<file path="src/shared/axis_done_defines.vh">
// Register offsets, field positions, command codes and reset values.
`ifndef AXIS_DONE_DEFINES_VH
`define AXIS_DONE_DEFINES_VH
// ------------------------------------------------------------------
// Register byte offsets
// ------------------------------------------------------------------
`define REG_CMD        12'h000
`define REG_PARAM      12'h004
`define REG_CFG        12'h008
`define REG_DONE_FLAGS 12'h00C
`define REG_STATUS     12'h010
`define REG_POSITION   12'h014
`define REG_AXIS_STATE 12'h018
`define REG_ALT_STATUS 12'h01C
// ------------------------------------------------------------------
// Command codes (low byte of the command register)
// ------------------------------------------------------------------
`define CMD_HOME_SEEK_FWD  8'h01
`define CMD_HOME_SEEK_REV  8'h02
`define CMD_HOME_HALT_FWD  8'h03
`define CMD_HOME_HALT_REV  8'h04
`define CMD_DONE_MARKER    8'h05
`define CMD_PER_AXIS_DONE  8'h06
`define CMD_NEARLY_DONE    8'h07
`define CMD_DEADBAND_DONE  8'h08
`define CMD_FLAG_CLEAR_ALL 8'h09
`define CMD_AXIS_CLEAR     8'h0A
`define CMD_MOVE_RESET     8'h0B
`define CMD_CTRL_CLEAR     8'h19
// ------------------------------------------------------------------
// Command register fields
// ------------------------------------------------------------------
`define CMD_AXIS_LSB   8
`define CMD_HAS_PARAM  10
`define CMD_SEL_LSB    12
// ------------------------------------------------------------------
// Configuration register fields
// ------------------------------------------------------------------
`define CFG_IRQ_EN     0
`define CFG_ALL_AXES   1
`define CFG_MOVED_AXES 2
`define CFG_HOLD_LSB   4
`define CFG_RESET      8'h00
// ------------------------------------------------------------------
// Status register fields
// ------------------------------------------------------------------
`define STS_DONE       0
`define STS_ERROR      1
`define STS_HOMING     2
`define NUM_AXES       4
`endif

</file>
<file path="src/hw/axis_homing_done.v">
// Per-axis homing and move-completion flags for a step-pulse controller.
//
// Behaviour
// - Forward home seek steps positive at preset velocity until home is true.
// - At home during seek, load position from parameter, then decelerate.
// - Home seek without a parameter loads zero.
// - Reverse home seek steps negative, otherwise same as forward seek.
// - Forward home halt stops pulses at home at once, position untouched.
// - Reverse home halt steps negative, stops pulses at home at once, position untouched.
// - Done marker sets done flag and interrupts when enabled.
// - All-axes mode sets axis bits; summary done after all axes reach marker.
// - Moved-axes mode flags only axes given a move parameter in the last move.
// - Per-axis done raises a separate interrupt as each axis finishes.
// - Per-axis done interrupts only for axes given a move parameter.
// - Nearly-done compares remaining distance only while decelerating.
// - Threshold above ramp-down distance fires when deceleration begins.
// - Deadband done waits until the axis is inside its deadband.
// - Without position hold, deadband done sets done when the axis finishes, without waiting for deadband.
// - Clear command or control byte 0x19 clears done and error flags.
// - Flag clear executes at once, bypassing any command queue.
// - Reading axis or alternate status also clears done and error flags.
// - Single-axis clear resets only the addressed axis done flag and its per-axis pending flag.
`timescale 1ns/1ps
`include "axis_done_defines.vh"
module axis_homing_done (
    input  wire        pclk,
    input  wire        presetn,
    input  wire        psel,
    input  wire        penable,
    input  wire        pwrite,
    input  wire [11:0] paddr,
    input  wire [31:0] pwdata,
    output reg  [31:0] prdata,
    output wire        pready,
    output wire        pslverr,
    input  wire [3:0]  home_in,
    input  wire [3:0]  axis_finished,
    input  wire [3:0]  axis_decel,
    input  wire [3:0]  axis_in_deadband,
    input  wire [3:0]  axis_error,
    input  wire [3:0]  move_start,
    input  wire [3:0]  move_has_param,
    input  wire [127:0] remaining_dist,
    output reg  [3:0]  step_enable,
    output reg  [3:0]  step_dir_neg,
    output reg  [3:0]  decel_request,
    output reg  [127:0] position,
    output reg         irq
);

// ------------------------------------------------------------------
// Bus decode
// ------------------------------------------------------------------
wire        wr_en   = psel & penable & pwrite;
wire        rd_en   = psel & penable & ~pwrite;
wire [7:0]  cmd     = pwdata[7:0];
wire [1:0]  cmd_ax  = pwdata[`CMD_AXIS_LSB+1:`CMD_AXIS_LSB];
wire        cmd_par = pwdata[`CMD_HAS_PARAM];
wire [3:0]  cmd_sel = pwdata[`CMD_SEL_LSB+3:`CMD_SEL_LSB];
wire        is_cmd  = wr_en & (paddr == `REG_CMD);

assign pready  = 1'b1;
assign pslverr = 1'b0;

function hit;
    input [7:0] code;
    begin
        hit = is_cmd & (cmd == code);
    end
endfunction

// ------------------------------------------------------------------
// State
// ------------------------------------------------------------------
reg [31:0] param;
reg [7:0]  cfg;
reg [3:0]  done_flags;
reg        sum_done;
reg        err_flag;
reg [3:0]  homing;
reg [3:0]  halt_mode;
reg [31:0] home_value [0:3];
reg [3:0]  moved;
reg [3:0]  marker_seen;
reg [3:0]  deadband_wait;
// The finish event may come before the axis settles, so it is remembered.
reg [3:0]  db_fin;
reg [3:0]  per_axis_arm;
reg [3:0]  per_axis_pend;
reg [3:0]  near_sel;
reg [3:0]  near_met;
reg        near_flag;
reg [127:0] near_thr;

wire irq_en  = cfg[`CFG_IRQ_EN];
wire all_ax  = cfg[`CFG_ALL_AXES];
wire mov_ax  = cfg[`CFG_MOVED_AXES];
wire [3:0] hold_en = cfg[`CFG_HOLD_LSB+3:`CFG_HOLD_LSB];

wire clr_all = hit(`CMD_FLAG_CLEAR_ALL) | hit(`CMD_CTRL_CLEAR) |
               (rd_en & ((paddr == `REG_AXIS_STATE) |
                         (paddr == `REG_ALT_STATUS)));

// ------------------------------------------------------------------
// Per-axis event terms
// ------------------------------------------------------------------
reg [3:0] marker_set;
reg [3:0] near_now;
reg [3:0] dl_ready;
integer k;
always @* begin
    marker_set = 4'h0;
    near_now   = 4'h0;
    dl_ready   = 4'h0;
    for (k = 0; k < `NUM_AXES; k = k + 1) begin
        // Deadband is only a gate when position hold is on.
        dl_ready[k] = axis_in_deadband[k] | ~hold_en[k];
        marker_set[k] = deadband_wait[k] & dl_ready[k] &
                        (axis_finished[k] | db_fin[k]);
        // A threshold beyond the ramp is met on the first decel cycle.
        near_now[k] = axis_decel[k] &
            (remaining_dist[k*32 +: 32] <= near_thr[k*32 +: 32]);
    end
end

// ------------------------------------------------------------------
// Homing
// ------------------------------------------------------------------
integer a;
always @(posedge pclk or negedge presetn) begin
    if (!presetn) begin
        homing        <= 4'h0;
        halt_mode     <= 4'h0;
        step_enable   <= 4'h0;
        step_dir_neg  <= 4'h0;
        decel_request <= 4'h0;
        position      <= 128'h0;
        for (a = 0; a < `NUM_AXES; a = a + 1) begin
            home_value[a] <= 32'h0;
        end
    end else begin
        decel_request <= 4'h0;
        for (a = 0; a < `NUM_AXES; a = a + 1) begin
            if (homing[a] && home_in[a]) begin
                homing[a] <= 1'b0;
                if (halt_mode[a]) begin
                    step_enable[a] <= 1'b0;
                end else begin
                    position[a*32 +: 32] <= home_value[a];
                    decel_request[a]     <= 1'b1;
                end
            end
            if (axis_finished[a] && !homing[a]) begin
                step_enable[a] <= 1'b0;
            end
        end
        if (hit(`CMD_HOME_SEEK_FWD) || hit(`CMD_HOME_SEEK_REV) ||
            hit(`CMD_HOME_HALT_FWD) || hit(`CMD_HOME_HALT_REV)) begin
            homing[cmd_ax]      <= 1'b1;
            step_enable[cmd_ax] <= 1'b1;
            step_dir_neg[cmd_ax] <= hit(`CMD_HOME_SEEK_REV) |
                                    hit(`CMD_HOME_HALT_REV);
            halt_mode[cmd_ax]   <= hit(`CMD_HOME_HALT_FWD) |
                                   hit(`CMD_HOME_HALT_REV);
            home_value[cmd_ax]  <= cmd_par ? param : 32'h0;
        end
    end
end

// ------------------------------------------------------------------
// Done flags and interrupt sources
// ------------------------------------------------------------------
integer b;
always @(posedge pclk or negedge presetn) begin
    if (!presetn) begin
        param         <= 32'h0;
        cfg           <= `CFG_RESET;
        done_flags    <= 4'h0;
        sum_done      <= 1'b0;
        err_flag      <= 1'b0;
        moved         <= 4'h0;
        marker_seen   <= 4'h0;
        deadband_wait <= 4'h0;
        db_fin        <= 4'h0;
        per_axis_arm  <= 4'h0;
        per_axis_pend <= 4'h0;
        near_sel      <= 4'h0;
        near_met      <= 4'h0;
        near_flag     <= 1'b0;
        near_thr      <= 128'h0;
    end else begin
        if (wr_en && paddr == `REG_PARAM) begin
            param <= pwdata;
        end
        if (wr_en && paddr == `REG_CFG) begin
            cfg <= pwdata[7:0];
        end
        if (|move_start) begin
            moved <= move_has_param;
        end
        // Clears come first so that any set in this cycle wins.
        if (clr_all) begin
            done_flags    <= 4'h0;
            sum_done      <= 1'b0;
            err_flag      <= 1'b0;
            per_axis_pend <= 4'h0;
            near_flag     <= 1'b0;
            marker_seen   <= 4'h0;
        end
        if (hit(`CMD_AXIS_CLEAR)) begin
            done_flags[cmd_ax]    <= 1'b0;
            per_axis_pend[cmd_ax] <= 1'b0;
        end
        if (hit(`CMD_MOVE_RESET)) begin
            done_flags <= 4'h0;
            sum_done   <= 1'b0;
        end
        if (|axis_error) begin
            err_flag <= 1'b1;
        end
        if (hit(`CMD_DONE_MARKER)) begin
            if (all_ax) begin
                done_flags  <= done_flags | cmd_sel;
                marker_seen <= marker_seen | cmd_sel;
                if ((marker_seen | cmd_sel) == 4'hF) begin
                    sum_done    <= 1'b1;
                    marker_seen <= 4'h0;
                end
            end else if (mov_ax) begin
                done_flags <= done_flags | moved;
                sum_done   <= sum_done | (|moved);
            end else begin
                done_flags[cmd_ax] <= 1'b1;
                sum_done           <= 1'b1;
            end
        end
        if (hit(`CMD_DEADBAND_DONE)) begin
            deadband_wait[cmd_ax] <= 1'b1;
            db_fin[cmd_ax]        <= 1'b0;
        end
        for (b = 0; b < `NUM_AXES; b = b + 1) begin
            if (deadband_wait[b] && axis_finished[b]) begin
                db_fin[b] <= 1'b1;
            end
            if (marker_set[b]) begin
                deadband_wait[b] <= 1'b0;
                db_fin[b]        <= 1'b0;
                done_flags[b]    <= 1'b1;
                sum_done         <= 1'b1;
            end
            if (per_axis_arm[b] && axis_finished[b]) begin
                per_axis_arm[b]  <= 1'b0;
                per_axis_pend[b] <= 1'b1;
                done_flags[b]    <= 1'b1;
            end
        end
        if (hit(`CMD_PER_AXIS_DONE)) begin
            per_axis_arm <= moved;
        end
        if (hit(`CMD_NEARLY_DONE)) begin
            near_sel <= cmd_sel;
            near_met <= 4'h0;
            near_thr[cmd_ax*32 +: 32] <= param;
        end else if (near_sel != 4'h0) begin
            if (((near_met | near_now) & near_sel) == near_sel) begin
                near_flag <= 1'b1;
                near_sel  <= 4'h0;
            end else begin
                near_met <= near_met | near_now;
            end
        end
    end
end

// ------------------------------------------------------------------
// Interrupt and read data
// ------------------------------------------------------------------
always @(posedge pclk or negedge presetn) begin
    if (!presetn) begin
        irq <= 1'b0;
    end else begin
        irq <= irq_en & (sum_done | err_flag | near_flag |
                         (|per_axis_pend));
    end
end

always @(posedge pclk or negedge presetn) begin
    if (!presetn) begin
        prdata <= 32'h0;
    end else if (psel && !penable && !pwrite) begin
        case (paddr)
            `REG_PARAM:      prdata <= param;
            `REG_CFG:        prdata <= {24'h0, cfg};
            `REG_DONE_FLAGS: prdata <= {28'h0, done_flags};
            `REG_STATUS:     prdata <= {29'h0, |homing, err_flag, sum_done};
            `REG_POSITION:   prdata <= position[31:0];
            `REG_AXIS_STATE: prdata <= {20'h0, per_axis_pend, homing,
                                        done_flags};
            `REG_ALT_STATUS: prdata <= {28'h0, near_flag, |homing,
                                        err_flag, sum_done};
            default:         prdata <= 32'h0;
        endcase
    end
end

endmodule

</file>
<file path="config.mk">
export PLATFORM = sky130hd
export DESIGN_NAME = axis_homing_done
export DESIGN_NICKNAME = d
export VERILOG_FILES = /design/src/hw/axis_homing_done.v
export VERILOG_INCLUDE_DIRS = /design/src /design/src/shared
export SDC_FILE = /design/constraint.sdc
export NUM_CORES = 1
export LEC_CHECK = 0
export BUFFER_PORTS_ARGS = -buffer_cell sky130_fd_sc_hd__buf_2
export CAP_MARGIN = 20
export CORE_MARGIN = 1.5
export CORE_UTILIZATION = 30
export DETAILED_ROUTE_END_ITERATION = 10
export HOLD_SLACK_MARGIN = 0.15
export PLACE_DENSITY = 0.51
export SLEW_MARGIN = 10
export SYNTH_ARGS = -nofsm -noshare
export SYNTH_HDL_FRONTEND = slang
export SYNTH_SLANG_ARGS = --single-unit
</file>
<file path="constraint.sdc">
create_clock -name pclk -period 2.75 [get_ports pclk]
set_input_delay 0.275 -clock pclk [delete_from_list [all_inputs] [get_ports pclk]]
set_output_delay 0.275 -clock pclk [all_outputs]
set_load 0.02 [all_outputs]
</file>
======== Word-level counts from Yosys, hierarchy flattened ========
Index checks and enable logic that the tools add are counted.
storage, ports and cells
  input bits .............................. 205
  register bits ........................... 516
  output and inout port bits .............. 175
  word-level logic and storage cells ...... 302
cells by class
  equality and inequality tests ........... 22
  reduce and logical (&&, ||, !) cells .... 59
  multiplexer cells ....................... 101
  add/sub/neg operators ................... 1
  order comparisons ....................... 8
  bitwise gates (word level) .............. 70
  shift operators ......................... 2
operator list
  kind                                                                        count
  128-bit bitwise mux                                                         2
  32-bit one-hot mux with 7 select lines                                      1
  32-bit less-or-equal comparator                                             4
  32-bit by 34-bit variable shift with 128-bit output (first input constant)  1
  32-bit by 34-bit variable part select with 128-bit output                   1
  4-bit 2-to-1 mux                                                            23
  1-bit 2-to-1 mux                                                            69
  32-bit demux with 2-bit select                                              1
  32-bit 2-to-1 mux                                                           2
  12-bit by 5-bit equality test with 1-bit output (second input constant)     4
  7-bit negator with 34-bit output                                            1
  8-bit by 3-bit equality test with 1-bit output (second input constant)      4
  8-bit by 4-bit equality test with 1-bit output (second input constant)      4
  4-bit bitwise OR                                                            8
  1-bit bitwise AND                                                           30
  12-bit by 4-bit equality test with 1-bit output (second input constant)     2
  1-bit logical AND                                                           22
  2-bit nonzero test                                                          11
  4-bit OR reduction                                                          5
  1-bit bitwise OR                                                            17
  4-bit bitwise AND                                                           4
  8-bit by 2-bit equality test with 1-bit output (second input constant)      2
  12-bit by 3-bit equality test with 1-bit output (second input constant)     1
  12-bit zero test                                                            1
  other kinds (19)                                                            43

======== Depth between registers and ports, before layout ========
Gate-level depths: netlist of run 1.
  depth in word-level cells ............... 16
  gate-level depth with buffers ........... 11
  depth with buffers taken out ............ 10

======== Worst setup path after synthesis of run 1 ========
No wires, ideal clock.
  path kind ............................... input to register
  start ................................... input port paddr[4]
  end ..................................... register done_flags[1]
  path slack .............................. 0.048 ns
  library setup time ...................... 0.126 ns
  cell stages on the path ................. 7
  path buffers ............................ 1
  data required time ...................... 2.624 ns
  data arrival time ....................... 2.576 ns
  path through ............................ buf_6 or4_4 or4_4 or4_4 o21a_1 a22o_1 a221o_1
between the ends
  longest elaborated chain between the ends .. 15
  elaborated cells on any way between the ends .. 23
  classes of those cells .................. eq/ne (2); mux (8); bitwise (12); reduce/logical (1)
RTL lines
  item                                line                    RTL
  from (decl)                         axis_homing_done.v:31   input wire [11:0] paddr,
  12-bit zero test (no source line)   n/a
  1-bit bitwise AND                   axis_homing_done.v:60   wire is_cmd = wr_en & (paddr == `REG_CMD);
  1-bit bitwise AND                   axis_homing_done.v:68   hit = is_cmd & (cmd == code);
  1-bit bitwise OR (2 in a row)       axis_homing_done.v:100  wire clr_all = hit(`CMD_FLAG_CLEAR_ALL) | hit(`CMD_CTRL_CLEAR) |
  4-bit 2-to-1 mux                    axis_homing_done.v:202  if (clr_all) begin
  4-bit bitwise AND (no source line)  n/a
  4-bit 2-to-1 mux                    axis_homing_done.v:210  if (hit(`CMD_AXIS_CLEAR)) begin
  4-bit 2-to-1 mux                    axis_homing_done.v:214  if (hit(`CMD_MOVE_RESET)) begin
  4-bit bitwise OR (no source line)   n/a
  4-bit 2-to-1 mux                    axis_homing_done.v:229  end else if (mov_ax) begin
  4-bit 2-to-1 mux                    axis_homing_done.v:222  if (all_ax) begin
  4-bit 2-to-1 mux (*)                axis_homing_done.v:221  if (hit(`CMD_DONE_MARKER)) begin
  1-bit 2-to-1 mux (*)                axis_homing_done.v:245  if (marker_set[b]) begin
  1-bit 2-to-1 mux (*)                axis_homing_done.v:251  if (per_axis_arm[b] && axis_finished[b]) begin
  to (signal assigned)                axis_homing_done.v:223  done_flags <= done_flags | cmd_sel;
  to (signal assigned)                axis_homing_done.v:230  done_flags <= done_flags | moved;
  to (decl)                           axis_homing_done.v:77   reg [3:0] done_flags;
Every way passes the cells marked *; elsewhere a longest branch is shown, timed or not.
A chain may end at the register's enable or synchronous reset.

======== Worst setup path in the final report of run 1 ========
  start ................................... input port pwdata[5]
  end ..................................... register done_flags[1]
between the ends
  longest elaborated chain between the ends .. 14
  elaborated cells on any way between the ends .. 22
  classes of those cells .................. eq/ne (5); mux (8); bitwise (9)
RTL lines
  item                                                                                                              line                    RTL
  from (decl)                                                                                                       axis_homing_done.v:32   input wire [31:0] pwdata,
  8-bit by 4-bit equality test with 1-bit output or 8-bit by 5-bit equality test with 1-bit output (tied branches)  axis_homing_done.v:68
  1-bit bitwise AND                                                                                                 axis_homing_done.v:68
  1-bit bitwise OR (2 in a row)                                                                                     axis_homing_done.v:100
  4-bit 2-to-1 mux                                                                                                  axis_homing_done.v:202
  4-bit bitwise AND (no source line)                                                                                n/a
  4-bit 2-to-1 mux                                                                                                  axis_homing_done.v:210
  4-bit 2-to-1 mux                                                                                                  axis_homing_done.v:214
  4-bit bitwise OR (no source line)                                                                                 n/a
  4-bit 2-to-1 mux                                                                                                  axis_homing_done.v:229
  4-bit 2-to-1 mux                                                                                                  axis_homing_done.v:222
  4-bit 2-to-1 mux (*)                                                                                              axis_homing_done.v:221
  1-bit 2-to-1 mux (*)                                                                                              axis_homing_done.v:245
  1-bit 2-to-1 mux (*)                                                                                              axis_homing_done.v:251
Marks and branches as above.

==> out/metrics.csv, run 1 <==
stage,metric,value,unit
cells_and_area,fin_cells,4120,
clock_tree,cts_sinks,516,
logic_synthesis,syn_nets,2932,
logic_synthesis,yosys_warnings,0,
floorplan,die_w,284,um
cells_and_area,final_cell_area,29800,sq um
routing,viasPerCell,4.69,
cells_and_area,insertedDiodeCount,0,
placed_design,dp_slack,-0.00249,ns
floorplan,dieArea,80400,sq um
critical_path,crit_chain,dlygate4sd3_1 -> buf_2 -> or4_4 -> or4_4 -> or4_4 -> o21a_1 -> a22o_1 -> a221o_1,
cells_and_area,fin_util,0.383,
clock_tree,cts_tree,done,
clock_tree,htreeDepth,2,
placed_design,numPortBuffers,377,
routing,drt_iter0_drc,1245,
sta,timing_worst_slew_pin_value,0.748,ns
critical_path,cp-end-kind,register,
logic_synthesis,synth.avg_cell_area,9.11,sq um
sta,relSlewSlack,0.497,
run,cap_viol_max_count,0,
global_routing,grt_pass1_wl,122,mm
critical_path,setup.reg_to_reg.worst_slack,0.16,ns
global_routing,gr-usage-all-layers,0.198,
placed_design,place_inst,3953,
critical_path,critical_path.most_common_cell,or4_4,
logic_synthesis,syn-instance-count,2591,
global_routing,grt-ovfl-total,0,
critical_path,path_class,input pin to register,
sta,whs,0.217,ns
logic_synthesis,synth_edf_count,0,
clock_tree,clk_pin_slew,0.06,ns
logic_synthesis,netlist.top_cell.by_area,dfrtp_1,
logic_synthesis,ys_ff_latch,516,
logic_synthesis,yosys-top-cells-area,"dfrtp_1 (55%), nand2_1 (15%), ha_1 (7.2%)",
floorplan,coreArea,77700,sq um
routing,post_drt_wl_per_cell,19.5,um
cells_and_area,drive_above_1_share,0.203,
cells_and_area,multiInputGateArea,9760,sq um
critical_path,reg2reg_to,near_flag,
cells_and_area,ff_latch_area,12900,sq um
floorplan,num_io_pins,380,
routing,drc,0,
sta,drv_slew,0,
routing,first_pass_iters,6,
critical_path,slowest_delay,0.54,ns
outcome,status,finished clean,
logic_synthesis,ys_seq_area_frac,0.547,
sta,fin_ws,0.0921,ns
critical_path,cp-start-kind,input pin,
sta,setup_viol_count_final,0,
clock_tree,cts_buffers,58,
critical_path,reg2reg_from,near_thr[14],
logic_synthesis,synth.distinct_cells,62,
sta,fin_crit,2.66,ns
critical_path,worst-path-max-fanout,3,
critical_path,reg2regPathDepth,11,
placed_design,placed_area,27100,sq um
critical_path,crit_required,3.24,ns
logic_synthesis,syn_area,23600,sq um
critical_path,cp.arrival,3.15,ns
cells_and_area,num-nets-final,3372,
routing,antenna_left,0,
floorplan,start_util,0.304,
pwr,p_per_area,560,nW/um^2
pwr,power.leakage,14.4,nW
clock_tree,cts_max_path_buffers,3,
global_routing,antenna_found_initial,2,
sta,clock_skew,0.0184,ns
sta,final_hold_viol_count,0,
critical_path,slowest_stage,dlygate4sd3_1,
sta,finalCritPeriodShare,0.966,
worst_hold_path,hold_class,input pin to asynchronous set/reset pin,
clock_tree,root_buffer,clkbuf_16,
global_routing,grt_pass1_vias,19300,
routing,vias,19300,
sta,clock.fmax,0.376,GHz
floorplan,rows,102,
clock_tree,clock_latency,0.62,ns
global_routing,grt_max_degree,76,
cells_and_area,fillCellCount,7908,
floorplan,dieHeight,284,um
placed_design,hpwlAfterDp,58.0,mm
pwr,vdd_drop_max,482,uV
logic_synthesis,async_reset_ff_frac,1.00,
logic_synthesis,synth_top_cell_area_share,0.547,
cells_and_area,syn_to_final_growth,26.0,%
placed_design,place_congestion,0.819,
logic_synthesis,synth_ff_type,dfrtp_1,
clock_tree,post_cts_buffers,0,
routing,drt-total-wl,80.3,mm
[layout make-up]
| cell class | count | area share |
|---|---|---|
| clock buffers | 84 | 0.0578 |
| clock inverters | 25 | 0.0103 |
| inverters | 147 | 0.0185 |
| multi-input cells | 1807 | 0.328 |
| flip-flops and latches | 516 | 0.434 |
| well taps | 1040 | 0.0437 |
| repair buffers | 501 | 0.107 |
[sequential cells by signal, indices dropped and copies added, names as in the netlist, 8 cells and up]
signal	cells
home_value	128
near_thr	128
position	128
param	32
prdata	32
cfg	8
[per-stage QoR]
step                power [W]  TNS [ns]
floorplan             0.00804         0
global placement      0.00855   -0.0364
detailed placement    0.00855  -0.00249
CTS                    0.0169         0
global route           0.0173   -0.0959
finish                 0.0167         0
[metal layers]
layer / track usage / routed length (um) / vias up
met5: 0 / 0 / -
li1: - / - / 9480
met2: 0.307 / 35500 / 488
met3: 0.0387 / 4530 / 99
met4: 0.0467 / 1740 / 0
met1: 0.283 / 38400 / 9242
[cell families after synthesis]
| logic type | Yosys count | synth area share |
|---|---|---|
| AOI/OAI and AO/OA | 510 | 0.122 |
| xor gates and xnor gates | 2 | 0.000742 |
| adders and majority gates | 136 | 0.0721 |
| buffers and inverters | 268 | 0.0434 |
| DFF | 516 | 0.547 |
| muxes | 54 | 0.0259 |
| other | 2 | 0.000318 |
| and+or+nand+nor | 1103 | 0.189 |
[cells in the final DEF, fill, tap and decap left out, drive strengths merged, types with 4 or more instances in the layout]
cell and n:
a221oi 6, or4 6, nor2 43, nor2b 6, nand2b 12, clkinv 18, nand4 28, nor4 13
o22ai 6, mux2 47, nor3 12, dfrtp 516, a21o 9, ha 136, a222oi 6, o221a 4
nor3b 4, inv 147, a22oi 24, a32o 5, nand3b 6, mux2i 6, clkbuf 84, nand2 935
dlygate4sd3 58, a22o 5, nand3 31, bufinv 6, o21ai 332, a21oi 79, o211ai 8, buf 443
[power breakdown]
group	internal (W)	switching [W]
registers	0.00760	0.0000151
clock network	0.00490	0.00330
logic	0.000333	0.000516
[cells in the mapped netlist (8+ instances only)]
cell type / instances
nand2b_1: 12
o21ai_1: 12
inv_1: 147
clkbuf_1: 111
nor3_1: 10
ha_1: 136
mux2_2: 47
nand2_1: 934
a21o_1: 9
o21ai_0: 320
dfrtp_1: 516
a22oi_1: 24
nand3_1: 31
nand4_1: 28
o211ai_1: 8
a21oi_1: 79
nor2_1: 42
nor4_1: 12
[worst max-delay path: cells and delay by family]
family	cells	cell delay, ns
AND/OR/NAND/NOR	3	1.45
AO/OA/AOI/OAI	3	0.74
buffers and inverters	2	0.69
[worst max path at each step]
stage / from / to / cells after the start
3_5_place_dp: paddr[2] / done_flags[1] / 7
5_1_grt: near_thr[62] / near_met[2] / 11
2_1_floorplan: paddr[4] / done_flags[1] / 7
4_1_cts: near_thr[109] / near_flag / 12
3_3_place_gp: remaining_dist[115] / near_sel[2] / 13
6_report: pwdata[5] / done_flags[1] / 8
[repair_timing]
| item | 4_1_cts | 5_1_grt |
|---|---|---|
| gates resized for setup | 0 | 9 |
| hold endpoints to repair | 486 | 0 |
| setup endpoints to repair | 0 | 9 |
| hold buffers | 58 | 0 |
(Power assumes the default switching activity.)
==> inputs of run 2 (changes only) <==
--- a/config.mk
+++ b/config.mk
@@ -8,7 +8,7 @@
 export LEC_CHECK = 0
 export BUFFER_PORTS_ARGS = -buffer_cell sky130_fd_sc_hd__buf_2
 export CAP_MARGIN = 20
-export CORE_MARGIN = 1.5
+export CORE_ASPECT_RATIO = 0.9
 export CORE_UTILIZATION = 30
 export DETAILED_ROUTE_END_ITERATION = 10
 export HOLD_SLACK_MARGIN = 0.15
==> out/metrics.csv, run 2 (synthesis gave the netlist of run 1 again) <==
stage,metric,value,unit,change
outcome,status,finished clean,,unchanged
routing,drc,0,,unchanged
critical_path,setup.reg_to_reg.worst_slack,0.07,ns,was 0.16 ns
floorplan,rows,97,,was 102
sta,setup-tns-final,0,ns,unchanged
placed_design,placed_area,27200,sq um,was 27100 sq um
clock_tree,cts_buffers,58,,unchanged
clock_tree,clk_pin_slew,0.06,ns,about the same
sta,finalCritPeriodShare,0.974,,was 0.966
critical_path,crit_chain,inv_2 -> ha_4 -> nand4_1 -> or4_4 -> a21o_1 -> a31oi_1 -> buf_4 -> nor3_4 -> o22ai_2 -> nor2_2 -> buf_6 -> a32o_1,,was dlygate4sd3_1 -> buf_2 -> or4_4 -> or4_4 -> or4_4 -> o21a_1 -> a22o_1 -> a221o_1
global_routing,grt_max_degree,82,,was 76
sta,rsz0062_at_grt,yes,,
critical_path,crit_family,simple AND/OR/NAND/NOR gates,,unchanged
sta,drv_slew,0,,unchanged
cells_and_area,final_cell_area,30000,sq um,was 29800 sq um
routing,drt-total-wl,81.1,mm,was 80.3 mm
placed_design,numPortBuffers,377,,unchanged
routing,vias,19400,,was 19300
sta,final_hold_viol_count,0,,unchanged
critical_path,worst-path-max-fanout,7,,was 3
global_routing,antenna_found_initial,4,,was 2
sta,setup_viol_count_final,0,,unchanged
global_routing,grt_pass1_wl,122,mm,about the same
sta,clock.fmax,0.373,GHz,was 0.376 GHz
cells_and_area,num-nets-final,3391,,was 3372
pwr,vdd_drop_max,452,uV,was 482 uV
critical_path,cp.buffers_inverters,3,,was 2
critical_path,cp-start-kind,register,,was input pin
routing,antenna_left,0,,unchanged
placed_design,place_inst,3966,,was 3953
clock_tree,htreeDepth,2,,unchanged
sta,clock_skew,0.0191,ns,was 0.0184 ns
pwr,p_per_area,556,nW/um^2,was 560 nW/um^2
routing,drt_iter0_drc,1546,,was 1245
cells_and_area,layout_commonest_cell,nand2_1,,unchanged
clock_tree,cts_max_path_buffers,3,,unchanged
placed_design,place_congestion,0.835,,was 0.819
cells_and_area,drive_above_1_share,0.209,,was 0.203
critical_path,cp-end-kind,register,,unchanged
floorplan,dieHeight,268,um,was 284 um
pwr,power.leakage,14.5,nW,was 14.4 nW
routing,first_pass_iters,5,,was 6
critical_path,slowest_delay,0.55,ns,was 0.54 ns
critical_path,crit_required,3.26,ns,was 3.24 ns
clock_tree,clock_latency,0.63,ns,was 0.62 ns
sta,timing_worst_slew_pin_value,0.777,ns,was 0.748 ns
cells_and_area,top_regs,"home_value (128), near_thr (128), position (128)",,unchanged
cells_and_area,fin_cells,4137,,was 4120
global_routing,grt-ovfl-total,0,,unchanged
floorplan,num_io_pins,380,,unchanged
floorplan,die_w,298,um,was 284 um
floorplan,start_util,0.303,,was 0.304
cells_and_area,syn_to_final_growth,26.9,%,was 26.0%
sta,whs,0.223,ns,was 0.217 ns
clock_tree,root_buffer,clkbuf_16,,unchanged
sta,fin_crit,2.68,ns,was 2.66 ns
clock_tree,cts_tree,done,,unchanged
sta,relSlewSlack,0.477,,was 0.497
placed_design,hpwlAfterDp,59.3,mm,was 58.0 mm
clock_tree,cts_sinks,516,,unchanged
floorplan,coreArea,77900,sq um,was 77700 sq um
worst_hold_path,hold_class,input pin to asynchronous set/reset pin,,unchanged
routing,viasPerCell,4.70,,was 4.69
critical_path,cp.arrival,3.19,ns,was 3.15 ns
critical_path,slowest_stage,or4_4,,was dlygate4sd3_1
critical_path,path_class,register to register,,was input pin to register
floorplan,dieArea,79800,sq um,was 80400 sq um
cells_and_area,layout_common_cells,"nand2_1 (929), dfrtp_1 (516), buf_2 (376)",,"was nand2_1 (926), dfrtp_1 (516), buf_2 (376)"
global_routing,gr-usage-all-layers,0.203,,was 0.198
routing,post_drt_wl_per_cell,19.6,um,was 19.5 um
global_routing,grt_pass1_vias,19200,,was 19300
run,cap_viol_max_count,0,,unchanged
run 2: cell types whose count changed in the layout (fill, tap and decap cells not counted), moves of 3 or more:
cell / change
buf_4: +17
clkbuf_8: +8
clkinv_2: -7
ha_1: -4
ha_4: +4
inv_1: -3
inv_2: +3
nand2_1: +3
nand2_2: -3
run 2: path summary, 6_finish.rpt:
kind	start	end	cells past startpoint
setup / recovery	near_thr[41]	near_flag	12
hold / removal	presetn	position[53]	2
setup reg to reg	near_thr[41]	near_flag	12
hold reg to reg	home_value[26]	position[122]	2
max in group asynchronous	presetn	param[16]	4
min in group pclk	paddr[2]	prdata[3]	4
run 2: power breakdown:
group	switching [W]	total, W	internal (W)
sequential	0.0000127	0.00762	0.00760
combinational	0.000515	0.000860	0.000344
clock	0.00332	0.00820	0.00488
total	0.00385	0.0167	0.0128
run 2: repair_timing:
| action | 4_1_cts | 5_1_grt |
|---|---|---|
| setup endpoints to repair | 2 | 9 |
| cloned | 0 | 0 |
| buffers inserted | 0 | 5 |
| hold buffers | 58 | 0 |
| pin swaps | 1 | 10 |
| resized for setup | 0 | 19 |
| hold endpoints to repair | 350 | 0 |
run 2: metal layers:
metal,global-route usage,routed length (um)
met2,0.314,35900
met5,0,43
met4,0.0468,1610
met1,0.290,38800
met3,0.0437,4820
run 2: cell type report:
cell class	instances	area [sq um]
multi-input cells	1807	9810
well taps	1039	1300
diodes	1	2.50
repair buffers	520	3360
clock inverters	17	238
inverters	147	552
fillers	7938	47900
flip-flops and latches	516	12900
clock buffers	90	1800
run 2: through the flow:
step / total power [W] / worst slack (ns) / utilization
final: 0.0167 / 0.0725 / 0.385
after global placement: 0.00855 / -0.0238 / 0.349
after detailed placement: 0.00855 / -0.0242 / 0.349
after floorplan: 0.00804 / 0.0484 / -
after CTS: 0.0169 / -0.0115 / 0.383
after global routing: 0.0173 / -0.0494 / 0.385
==> inputs of run 3 (changes only) <==
--- a/config.mk
+++ b/config.mk
@@ -9,9 +9,12 @@
 export BUFFER_PORTS_ARGS = -buffer_cell sky130_fd_sc_hd__buf_2
 export CAP_MARGIN = 20
 export CORE_ASPECT_RATIO = 0.9
+export CORE_MARGIN = 5
 export CORE_UTILIZATION = 30
+export CTS_CLUSTER_DIAMETER = 200
 export DETAILED_ROUTE_END_ITERATION = 10
 export HOLD_SLACK_MARGIN = 0.15
+export MAX_ROUTING_LAYER = met4
 export PLACE_DENSITY = 0.51
 export SLEW_MARGIN = 10
 export SYNTH_ARGS = -nofsm -noshare
==> out/metrics.csv, run 3 (synthesis gave the netlist of run 1 again) <==
stage,metric,value,unit,change
outcome,status,finished clean,,unchanged
routing,antenna_left,0,,unchanged
critical_path,crit_chain,inv_1 -> ha_4 -> nand4_1 -> or4_4 -> a21o_1 -> a31oi_1 -> buf_4 -> nor3_1 -> o22ai_2 -> nor2_2 -> buf_6 -> a32o_1,,was inv_2 -> ha_4 -> nand4_1 -> or4_4 -> a21o_1 -> a31oi_1 -> buf_4 -> nor3_4 -> o22ai_2 -> nor2_2 -> buf_6 -> a32o_1
clock_tree,cts_sinks,516,,unchanged
sta,setup_viol_count_final,0,,unchanged
clock_tree,htreeDepth,2,,unchanged
routing,drt_iter0_drc,1301,,was 1546
pwr,p_sw_frac,0.229,,was 0.231
global_routing,grt-ovfl-total,0,,unchanged
global_routing,grt_max_degree,70,,was 82
clock_tree,cts_max_path_buffers,3,,unchanged
cells_and_area,num-nets-final,3397,,was 3391
sta,relSlewSlack,0.455,,was 0.477
routing,post_drt_wl_per_cell,20.3,um,was 19.6 um
placed_design,numPortBuffers,377,,unchanged
cells_and_area,ff_latch_area,12900,sq um,unchanged
cells_and_area,syn_to_final_growth,27.5,%,was 26.9%
clock_tree,clk_pin_slew,0.06,ns,about the same
critical_path,crit_family,simple AND/OR/NAND/NOR gates,,unchanged
sta,clock.fmax,0.371,GHz,was 0.373 GHz
pwr,p_per_area,568,nW/um^2,was 556 nW/um^2
routing,first_pass_iters,5,,unchanged
pwr,pwr-share-clk,0.504,,was 0.492
critical_path,crit_required,3.26,ns,about the same
floorplan,coreArea,77900,sq um,unchanged
floorplan,start_util,0.303,,unchanged
pwr,power.leakage,14.6,nW,was 14.5 nW
critical_path,slowest_delay,0.56,ns,was 0.55 ns
global_routing,grt_pass1_vias,19500,,was 19200
sta,timing_worst_slew_pin_value,0.817,ns,was 0.777 ns
routing,wl_met2,36.9,mm,was 35.9 mm
sta,final_hold_viol_count,0,,unchanged
routing,drt-total-wl,84.1,mm,was 81.1 mm
cells_and_area,layout_common_cells,"nand2_1 (928), dfrtp_1 (516), buf_2 (376)",,"was nand2_1 (929), dfrtp_1 (516), buf_2 (376)"
sta,fin_crit,2.70,ns,was 2.68 ns
global_routing,antenna_found_initial,8,,was 4
critical_path,cp-end-kind,register,,unchanged
floorplan,num_io_pins,380,,unchanged
clock_tree,cts_buffers,57,,was 58
floorplan,die_w,306,um,was 298 um
global_routing,gr-usage-all-layers,0.200,,was 0.203
clock_tree,clock_latency,0.63,ns,about the same
sta,finalCritPeriodShare,0.981,,was 0.974
routing,routed.top_layer,met4,,was met5
clock_tree,cts_tree,done,,unchanged
routing,viasPerCell,4.70,,about the same
floorplan,dieArea,84400,sq um,was 79800 sq um
pwr,p_int,0.0132,W,was 0.0128 W
cells_and_area,drive_above_1_share,0.209,,about the same
pwr,p_comb_frac,0.051,,was 0.052
placed_design,place_congestion,0.847,,was 0.835
critical_path,cp-start-kind,register,,unchanged
cells_and_area,layout_commonest_cell,nand2_1,,unchanged
pwr,p_sw,0.00391,W,was 0.00385 W
routing,vias,19500,,was 19400
pwr,vdd_drop_max,456,uV,was 452 uV
cells_and_area,fillCellCount,8021,,was 7938
critical_path,path_class,register to register,,unchanged
critical_path,worst-path-max-fanout,7,,unchanged
critical_path,cp.arrival,3.21,ns,was 3.19 ns
sta,whs,0.219,ns,was 0.223 ns
floorplan,rows,97,,unchanged
pwr,p_seq_frac,0.445,,was 0.457
sta,clock_skew,0.0472,ns,was 0.0191 ns
run,cap_viol_max_count,0,,unchanged
pwr,p_total,0.0171,W,was 0.0167 W
sta,drv_slew,0,,unchanged
clock_tree,root_buffer,clkbuf_16,,unchanged
critical_path,cp.buffers_inverters,3,,unchanged
placed_design,hpwlAfterDp,61.8,mm,was 59.3 mm
routing,wl_met3,5.32,mm,was 4.82 mm
cells_and_area,multiInputGateArea,9780,sq um,was 9810 sq um
cells_and_area,top_regs,"home_value (128), near_thr (128), position (128)",,unchanged
critical_path,slowest_stage,or4_4,,unchanged
sta,setup-tns-final,0,ns,unchanged
routing,drc,0,,unchanged
worst_hold_path,hold_class,input pin to asynchronous set/reset pin,,unchanged
floorplan,dieHeight,276,um,was 268 um
global_routing,grt_pass1_wl,126,mm,was 122 mm
routing,wl_met1,40.0,mm,was 38.8 mm
[run 3: repair_timing]
action                                 CTS  global route
endpoints found under the hold margin  264             0
hold buffers                            58             0
buffers inserted                         0             3
pin swaps                                0             7
setup endpoints to repair                9           136
gates resized for setup                  3            10
[run 3: power by group through the flow]
stage | Clock, W | Sequential, W | Combinational (W)
finish | 0.00861 | 0.00761 | 0.000870
global route | 0.00917 | 0.00761 | 0.000984
CTS | 0.00885 | 0.00761 | 0.000883
detailed placement | 0 | 0.00775 | 0.000809
global placement | 0 | 0.00775 | 0.000807
floorplan | 0 | 0.00775 | 0.000285
[run 3: cell type report]
| class | count | area share |
|---|---|---|
| sequential | 516 | 0.429 |
| multi-input combinational | 1807 | 0.325 |
| timing repair buffer | 527 | 0.114 |
| clock buffer | 79 | 0.0544 |
| tap | 1039 | 0.0432 |
| inverter | 147 | 0.0183 |
| clock inverter | 29 | 0.0166 |
| antenna | 6 | 0.000499 |
[run 3: stage by stage]
stage	util	setup slack, ns	instance area [sq um]	cells
floorplan	-	0.0484	23600	2591
global placement	0.350	-0.111	27300	3975
detailed placement	0.350	-0.192	27300	3975
CTS	0.385	0.00541	30000	4141
global route	0.387	-0.0531	30100	4149
finish	0.387	0.0533	30100	4150
[run 3: final timing paths]
kind,cells after the start,from,end,slack (ns)
worst max-delay path,12,near_thr[46],near_flag,0.05
worst min-delay path,2,presetn,home_value[51],0.22
worst max register to register,12,near_thr[46],near_flag,0.05
worst min register to register,2,home_value[23],position[119],0.46
max in group asynchronous,3,presetn,near_thr[36],1.69
min in group pclk,4,paddr[2],prdata[3],0.22
[run 3: per-layer routing]
layer  vias up  global-route usage
met2       490               0.302
met3       110              0.0442
met4         0              0.0435
li1       9558                   -
met1      9365               0.278
met5         -                   -
